$ cat src/phase_pipe_params.svh
// Constants for the instruction phase pipeline: fields, reset values, timing
`ifndef PHASE_PIPE_PARAMS_SVH
`define PHASE_PIPE_PARAMS_SVH
`define IW 14
`define OP_MSB 13
`define OP_LSB 10
`define ARG_MSB 9
`define IMM_MSB 7
`define PC_LOW_MSB 7
`define PC_RESET 10'h000
`define ACC_RESET 8'h00
`define STARTUP_TSYS 1024
`define TSYS_NS 8
`define CLK_NS 8
`define STARTUP_CYCLES ((`STARTUP_TSYS * `TSYS_NS) / `CLK_NS)
`endif

$ cat src/phase_pipe_pkg.sv
// Types shared by the instruction phase pipeline
package phase_pipe_pkg;
    typedef enum logic [1:0] {
        PH_FETCH  = 2'h0,
        PH_DECODE = 2'h1,
        PH_EXEC   = 2'h3,
        PH_WRITE  = 2'h2
    } phase_e;
    typedef enum logic [1:0] {
        PW_RUN   = 2'h0,
        PW_SLEEP = 2'h1,
        PW_START = 2'h3
    } power_e;
    typedef enum logic [3:0] {
        OP_NOP = 4'h0, OP_LDI = 4'h1, OP_MOVA = 4'h2, OP_MOVM = 4'h3,
        OP_ADD = 4'h4, OP_SUB = 4'h5, OP_AND = 4'h6, OP_OR = 4'h7,
        OP_XOR = 4'h8, OP_INC = 4'h9, OP_DEC = 4'hA, OP_RL = 4'hB,
        OP_RR = 4'hC, OP_SZ = 4'hD, OP_JMP = 4'hE, OP_SYS = 4'hF
    } op_e;
    typedef struct packed {
        logic fetch_phase;
        logic [2:0] decode_execute_phases;
    } phase_flags_s;
endpackage

$ cat src/data_ram.sv
// Small operand memory with registered read data
`timescale 1ns/1ps
module data_ram #(
    parameter int DW = 8,
    parameter int AW = 6
) (
    // Clock and reset
    input  wire logic clk_i,
    input  wire logic reset_n_i,
    // Access port
    input  wire logic [AW-1:0] addr_i,
    input  wire logic we_i,
    input  wire logic [DW-1:0] wdata_i,
    output logic [DW-1:0] rdata_o
);
    logic [DW-1:0] mem_q [2**AW];
    logic [DW-1:0] rdata_q;

    // Array carries no reset, so contents are undefined until written
    always_ff @(posedge clk_i) begin
        if (we_i) begin
            mem_q[addr_i] <= wdata_i;
        end
    end

    // Read port registered; a write shows on the next read, not the same edge
    always_ff @(posedge clk_i) begin
        if (!reset_n_i) begin
            rdata_q <= '0;
        end else begin
            rdata_q <= mem_q[addr_i];
        end
    end

    assign rdata_o = rdata_q;
endmodule

$ cat src/instruction_phase_pipeline.sv
// Four-phase fetch/execute pipeline of a small 8-bit core
`timescale 1ns/1ps
`include "phase_pipe_params.svh"

// Summary of operation
// - Four non-overlapping phases in fixed order
// - PC advances and fetch happens in fetch_phase
// - Later three phases decode and execute previous
// - One phase sequence is one instruction cycle
// - Fetch overlaps execute, one per cycle
// - PC-changing instructions take two cycles
// - RC option drives fetch clock on pin
// - Pin high one clock, low three
// - Wake-up waits 1024 clocks before resuming
// - 8-bit ALU operations through the accumulator
// - Taken skip discards prefetch, dummy cycle
// - pc_low_byte write branches in page, dummy
module instruction_phase_pipeline
    import phase_pipe_pkg::*;
#(
    parameter int PC_W = 10,
    parameter int AW = 6,
    parameter int STARTUP_CYCLES = `STARTUP_CYCLES
) (
    // Clock and reset
    input  wire logic clk_i,
    input  wire logic reset_n_i,
    // Program memory
    output logic [PC_W-1:0] prog_addr_o,
    input  wire logic [`IW-1:0] prog_data_i,
    // Pins
    input  wire logic rc_osc_sel_i,
    input  wire logic wake_i,
    output logic osc_out_pin_o,
    output logic osc_out_oe_o,
    // Status
    output phase_flags_s phase_flags_o,
    output logic [7:0] acc_o,
    output logic [PC_W-1:0] pc_o,
    output logic halted_o,
    output logic retire_o
);
    localparam int CW = $clog2(STARTUP_CYCLES + 1);

    ////////////////////////////////////////////////////////////////////////////
    // Pin synchronisers
    logic [1:0] rc_sync_q, wake_sync_q;
    logic rc_s, wake_s;

    always_ff @(posedge clk_i) begin
        if (!reset_n_i) begin
            rc_sync_q <= 2'h0;
            wake_sync_q <= 2'h0;
        end else begin
            rc_sync_q <= {rc_sync_q[0], rc_osc_sel_i};
            wake_sync_q <= {wake_sync_q[0], wake_i};
        end
    end
    assign rc_s = rc_sync_q[1];
    assign wake_s = wake_sync_q[1];

    ////////////////////////////////////////////////////////////////////////////
    // State
    phase_e phase_q, phase_d;
    power_e power_q, power_d;
    logic [CW-1:0] cnt_q, cnt_d;
    logic [PC_W-1:0] pc_q, pc_d;
    logic [`IW-1:0] fetch_ir_q, fetch_ir_d, exec_ir_q, exec_ir_d;
    logic fetch_valid_q, fetch_valid_d, exec_valid_q, exec_valid_d;
    logic [7:0] acc_q, acc_d;
    logic osc_q, osc_d;
    logic retire_q, retire_d;

    op_e op;
    logic [7:0] rdata, alu_res;
    logic writes_acc, at_boundary, redirect, halt_now, ram_we;
    logic [PC_W-1:0] target;

    assign op = op_e'(exec_ir_q[`OP_MSB:`OP_LSB]);
    assign at_boundary = (power_q == PW_RUN) && (phase_q == PH_WRITE);

    // Operand read is addressed all cycle, so data is steady from PH_EXEC on
    data_ram #(.DW(8), .AW(AW)) data_ram_inst (
        .clk_i(clk_i),
        .reset_n_i(reset_n_i),
        .addr_i(exec_ir_q[AW-1:0]),
        .we_i(ram_we),
        .wdata_i(acc_q),
        .rdata_o(rdata)
    );
    assign ram_we = exec_valid_q && (op == OP_MOVM) && (phase_q == PH_WRITE);

    ////////////////////////////////////////////////////////////////////////////
    // ALU and branch decisions
    always_comb begin
        alu_res = acc_q;
        writes_acc = 1'b1;
        case (op)
            OP_LDI: alu_res = exec_ir_q[`IMM_MSB:0];
            OP_MOVA: alu_res = rdata;
            OP_ADD: alu_res = 8'(acc_q + rdata);
            OP_SUB: alu_res = 8'(acc_q - rdata);
            OP_AND: alu_res = acc_q & rdata;
            OP_OR: alu_res = acc_q | rdata;
            OP_XOR: alu_res = acc_q ^ rdata;
            OP_INC: alu_res = 8'(rdata + 8'h01);
            OP_DEC: alu_res = 8'(rdata - 8'h01);
            OP_RL: alu_res = {rdata[6:0], rdata[7]};
            OP_RR: alu_res = {rdata[0], rdata[7:1]};
            default: writes_acc = 1'b0;
        endcase
    end

    always_comb begin
        redirect = 1'b0;
        halt_now = 1'b0;
        target = '0;
        if (exec_valid_q) begin
            case (op)
                OP_JMP: begin
                    redirect = 1'b1;
                    target = exec_ir_q[PC_W-1:0];
                end
                OP_SZ: begin
                    redirect = (rdata == 8'h00);
                    target = PC_W'(pc_q + 1'b1);
                end
                OP_SYS: begin
                    if (exec_ir_q[0]) begin
                        redirect = 1'b1;
                        target = {pc_q[PC_W-1:`PC_LOW_MSB+1], acc_q};
                    end else begin
                        halt_now = 1'b1;
                    end
                end
                default: redirect = 1'b0;
            endcase
        end
    end

    ////////////////////////////////////////////////////////////////////////////
    // Phase sequencer, pipeline registers and power control
    always_comb begin
        phase_d = phase_q;
        power_d = power_q;
        cnt_d = cnt_q;
        pc_d = pc_q;
        fetch_ir_d = fetch_ir_q;
        fetch_valid_d = fetch_valid_q;
        exec_ir_d = exec_ir_q;
        exec_valid_d = exec_valid_q;
        acc_d = acc_q;
        retire_d = 1'b0;
        case (power_q)
            PW_RUN: begin
                case (phase_q)
                    PH_FETCH: begin
                        phase_d = PH_DECODE;
                        fetch_ir_d = prog_data_i;
                        fetch_valid_d = 1'b1;
                    end
                    PH_DECODE: phase_d = PH_EXEC;
                    PH_EXEC: phase_d = PH_WRITE;
                    PH_WRITE: begin
                        phase_d = PH_FETCH;
                        if (exec_valid_q && writes_acc) begin
                            acc_d = alu_res;
                        end
                        retire_d = exec_valid_q;
                        exec_ir_d = fetch_ir_q;
                        if (redirect) begin
                            pc_d = target;
                            exec_valid_d = 1'b0;
                        end else begin
                            pc_d = PC_W'(pc_q + 1'b1);
                            exec_valid_d = fetch_valid_q;
                        end
                        if (halt_now) begin
                            power_d = PW_SLEEP;
                        end
                    end
                    default: phase_d = PH_FETCH;
                endcase
            end
            PW_SLEEP: begin
                if (wake_s) begin
                    power_d = PW_START;
                    cnt_d = '0;
                end
            end
            PW_START: begin
                // Counter limited to the start-up wait; wake level is ignored here
                if (cnt_q == CW'(STARTUP_CYCLES - 1)) begin
                    power_d = PW_RUN;
                end else begin
                    cnt_d = CW'(cnt_q + 1'b1);
                end
            end
            default: power_d = PW_RUN;
        endcase
        // Pin pulses only in fetch_phase while running, giving a 1:3 duty
        osc_d = rc_s && (power_d == PW_RUN) && (phase_d == PH_FETCH);
    end

    always_ff @(posedge clk_i) begin
        if (!reset_n_i) begin
            phase_q <= PH_FETCH;
            power_q <= PW_RUN;
            cnt_q <= '0;
            pc_q <= `PC_RESET;
            fetch_ir_q <= '0;
            fetch_valid_q <= 1'b0;
            exec_ir_q <= '0;
            exec_valid_q <= 1'b0;
            acc_q <= `ACC_RESET;
            osc_q <= 1'b0;
            retire_q <= 1'b0;
        end else begin
            phase_q <= phase_d;
            power_q <= power_d;
            cnt_q <= cnt_d;
            pc_q <= pc_d;
            fetch_ir_q <= fetch_ir_d;
            fetch_valid_q <= fetch_valid_d;
            exec_ir_q <= exec_ir_d;
            exec_valid_q <= exec_valid_d;
            acc_q <= acc_d;
            osc_q <= osc_d;
            retire_q <= retire_d;
        end
    end

    ////////////////////////////////////////////////////////////////////////////
    // Outputs
    assign prog_addr_o = pc_q;
    assign pc_o = pc_q;
    assign acc_o = acc_q;
    assign osc_out_pin_o = osc_q;
    assign osc_out_oe_o = rc_s; // Pin left to the oscillator when crystal is chosen
    assign halted_o = (power_q != PW_RUN);
    assign retire_o = retire_q;
    assign phase_flags_o.fetch_phase = (phase_q == PH_FETCH);
    assign phase_flags_o.decode_execute_phases = {phase_q == PH_WRITE,
        phase_q == PH_EXEC, phase_q == PH_DECODE};

    // Helper: length of the current start-up wait
    logic [CW:0] start_len_q;
    always_ff @(posedge clk_i) begin
        if (!reset_n_i || power_q != PW_START) begin
            start_len_q <= '0;
        end else begin
            start_len_q <= (CW+1)'(start_len_q + 1'b1);
        end
    end
endmodule

$ cat config.mk
export PLATFORM = sky130hd
export DESIGN_NAME = instruction_phase_pipeline
export DESIGN_NICKNAME = d
export VERILOG_FILES = /design/src/phase_pipe_pkg.sv /design/src/data_ram.sv /design/src/instruction_phase_pipeline.sv
export VERILOG_INCLUDE_DIRS = /design/src /design/src/src
export SDC_FILE = /design/constraint.sdc
export NUM_CORES = 1
export LEC_CHECK = 0
export BUFFER_PORTS_ARGS = -buffer_cell sky130_fd_sc_hd__buf_2
export CORE_MARGIN = 2
export CORE_UTILIZATION = 30
export CTS_CLUSTER_SIZE = 30
export DETAILED_ROUTE_END_ITERATION = 12
export MAX_ROUTING_LAYER = met4
export SLEW_MARGIN = 20
export SYNTH_ARGS = -nofsm -noshare
export SYNTH_HDL_FRONTEND = slang
export SYNTH_SLANG_ARGS = --single-unit
$ cat constraint.sdc
create_clock -name clk_i -period 4.5 [get_ports clk_i]
set_input_delay 0.225 -clock clk_i [delete_from_list [all_inputs] [get_ports clk_i]]
set_output_delay 0.225 -clock clk_i [all_outputs]
set_load 0.03 [all_outputs]
==> results.py <==
metrics = {
    "worst_setup_path": {
        "max_stage_delay_ns": 0.80,
        "critPathTopFamily": "simple AND/OR/NAND/NOR gates",
        "path_cells": "nand4_1 -> nor4_1 -> nand2_1 -> nor2_1",
        "cpMaxStageDelayCell": "nor2_1",
        "cp_max_fo": 14,
        "setup.worst_path.start_class": "flip-flop",
        "criticalPathCategory": "flip-flop to flip-flop",
        "worstPathRequired_ns": 4.75,
        "worstPathArrival_ns": 3.92,
        "critPathCaptureType": "flip-flop",
        "crit_buf_inv": 0,
    },
    "synthesis": {
        "synth.most_common_cell": "edfxtp_1",
        "yosysWarnings": 0,
        "ys_top_cells_by_area": "edfxtp_1 (62%), dfxtp_1 (6.2%), mux4_2 (4.4%)",
        "synth_edf_count": 512,
        "synth.distinct_cells": 78,
        "synth_area_per_cell_um2": 14.24,
        "syn_nets": 1808,
        "yosys.area.top_type": "edfxtp_1",
        "synth_sequential_area_ratio": 0.6773,
        "synthFlopType": "edfxtp_1",
        "synth_top_area_share": 0.6155,
        "synth_common_cells": "edfxtp_1 (512), nand2_1 (133), nor2_1 (133)",
        "ys_ff_latch": 589,
        "synthCells": 1754,
        "syn-cell-area_um2": 24980,
        "ys_async_sr_fraction": 0,
    },
    "detailed_routing": {
        "drt-total-wl_um": 71770,
        "first_pass_iters": 7,
        "wl_per_cell_um": 24.25,
        "drtAntennaViolNets": 0,
        "drt-vias-per-instance": 5.458,
        "vias": 16150,
        "drc": 0,
        "drtIter0Drc": 1871,
    },
    "layout": {
        "drive_above_1_share": 0.1647,
        "fin_cells": 2959,
        "final_core_util": 0.3515,
        "regArea_um2": 16940,
        "nets": 1892,
        "fillerInstances": 7820,
        "area_growth_pct": 15.73,
        "multi_input_area_um2": 7378,
    },
    "global_routing": {
        "busiest_layer": "met2",
        "track_usage": 0.1691,
        "grt_pass1_wl_um": 105800,
        "grt_max_degree": 69,
        "antenna_found_initial": 2,
        "grtUsageMet2": 0.2543,
        "met1_usage": 0.2291,
        "gr-usage-met3": 0.03354,
        "first_global_vias": 15770,
        "gr-total-overflow": 0,
    },
    "timing": {
        "finalSetupViolCount": 0,
        "fin_skew_ns": 0.03104,
        "hold_ws_ns": 0.1331,
        "finalHoldViolations": 0,
        "fin_crit_ns": 3.672,
        "finalSetupTns_ns": 0,
        "max_slew_margin": 0.2286,
        "drv_slew": 0,
        "rsz0062_at_grt": "false",
        "tightestPinTransition_ns": 1.156,
        "fin_crit_sh": 0.8160,
        "clock.fmax_mhz": 272.3,
    },
    "die": {
        "coreArea_um2": 82240,
        "io_pins": 54,
        "die_x_um": 292.5,
        "start_util": 0.3037,
        "rows": 105,
        "dieArea_um2": 85580,
        "die_y_um": 292.5,
    },
    "place": {
        "numPortBuffers": 53,
        "place_inst": 2832,
        "dp_hpwl_um": 44450,
        "routabilityCongestion": 0.8961,
    },
    "clock_network": {
        "hold_buffers": 16,
        "clk_latency_ns": 0.64,
        "cts.path.max_buffers": 3,
        "cts_setup_buffers": 0,
        "cts_buffers": 58,
        "cts_resized": 0,
        "tritoncts": "done",
        "cts.sinks": 589,
        "ctsHtreeMaxLevel": 2,
        "cts-root-buf": "clkbuf_16",
        "clkSlewWorstSetupHoldPaths_ns": 0.06,
    },
    "status": {
        "status": "complete, no violations",
    },
    "min_path": {
        "hold_class": "input port to flip-flop",
    },
    "flow_run": {
        "cap_violations": 0,
    },
    "power_and_ir_drop": {
        "ir_drop_uv": 299.2,
        "p_leak_uw": 0.009293,
        "powerDensity_nw_per_um2": 402.0,
    },
}
-- tightest hold or removal path: cells and delay by family --
family | cells | cell delay [ns]
buffers and inverters | 2 | 0.34
and+or+nand+nor | 2 | 0.14
-- final timing paths --
path | startpoint | end | slack (ns) | depth (start not counted)
worst min register to register | rc_sync_q[0] | rc_sync_q[1] | 0.44 | 1
worst max-delay path | exec_ir_q[10] | data_ram_inst.mem_q[51][1] | 0.83 | 4
worst min-delay path | reset_n_i | pc_o[7] | 0.13 | 4
worst max register to register | exec_ir_q[10] | data_ram_inst.mem_q[51][1] | 0.83 | 4
-- final cells by class --
cell class | instances | share of cell area
Timing Repair Buffer | 142 | 0.03454
Inverter | 41 | 0.005324
Antenna cell | 1 | 0.00008657
Sequential cell | 589 | 0.5859
Clock buffer | 66 | 0.05198
Multi-Input combinational cell | 1006 | 0.2552
Tap cell | 1070 | 0.04631
Clock inverter | 44 | 0.02056
-- metal layers --
metal	part of all wire	routed length (um)	up-vias
li1	-	-	7023
met1	0.42	30220	8112
met2	0.45	32500	869
met3	0.096	6864	147
met4	0.031	2189	0
met5	0	0	-
-- per-stage QoR --
stage,instance area [um^2],power (uW),setup slack [ns]
floorplan,24980,6245,0.7984
global placement,26650,6360,1.037
detailed placement,26650,6362,0.9813
CTS,28900,11670,0.9174
global route,28910,11920,0.6046
finish,28910,11620,0.8281
-- power by group --
group / internal [uW] / switching [uW] / total, uW
Clock: 3210 / 2150 / 5360
Sequential: 5870 / 46.2 / 5910
Combinational: 133 / 217 / 350
Total: 9210 / 2410 / 11600
-- cell families (layout without fill, tap and decap cells) --
group	count (synthesis)	after routing	share of synthesized area
AO/OA/AOI/OAI	401	401	0.1120
buffers and inverters	159	293	0.02745
other	0	1	0
multiplexers	134	134	0.07980
XOR/XNOR	24	24	0.008416
adder cells (fa/ha/maj)	36	36	0.01863
flip-flops	589	589	0.6773
AND/OR/NAND/NOR	411	411	0.07649
-- state kept, by name, indices dropped and copies added (netlist names) --
name                   count
retire_o                   1
wake_sync_q                2
pc_o                      10
data_ram_inst.mem_q      512
fetch_valid_q              1
exec_ir_q                 14
fetch_ir_q                14
rc_sync_q                  2
phase_q                    2
exec_valid_q               1
osc_out_pin_o              1
acc_o                      8
data_ram_inst.rdata_o      8
cnt_q                     11
power_q                    2
-- layout by cell type (no fill, tap or decap), drive strengths merged, types with 7 or more instances in the layout --
master and n:
ha 34, clkinv 22, mux2i 54, clkbuf 66, xnor2 18, o211ai 9, a22oi 38, o22ai 26
or2 7, mux2 31, buf 126, nand3 22, nand4 10, o221ai 12, o21ai 73, and2 14
a211oi 8, o22a 7, nor4 12, nor2b 17, nor2 133, a221o 7, nand2 133, a21oi 89
a221oi 59, nor3 19, a22o 12, dfxtp 77, inv 45, dlygate4sd3 16, nand2b 8, bufinv 14
mux4 49, edfxtp 512
No activity file was read; power rests on OpenSTA's default activity.
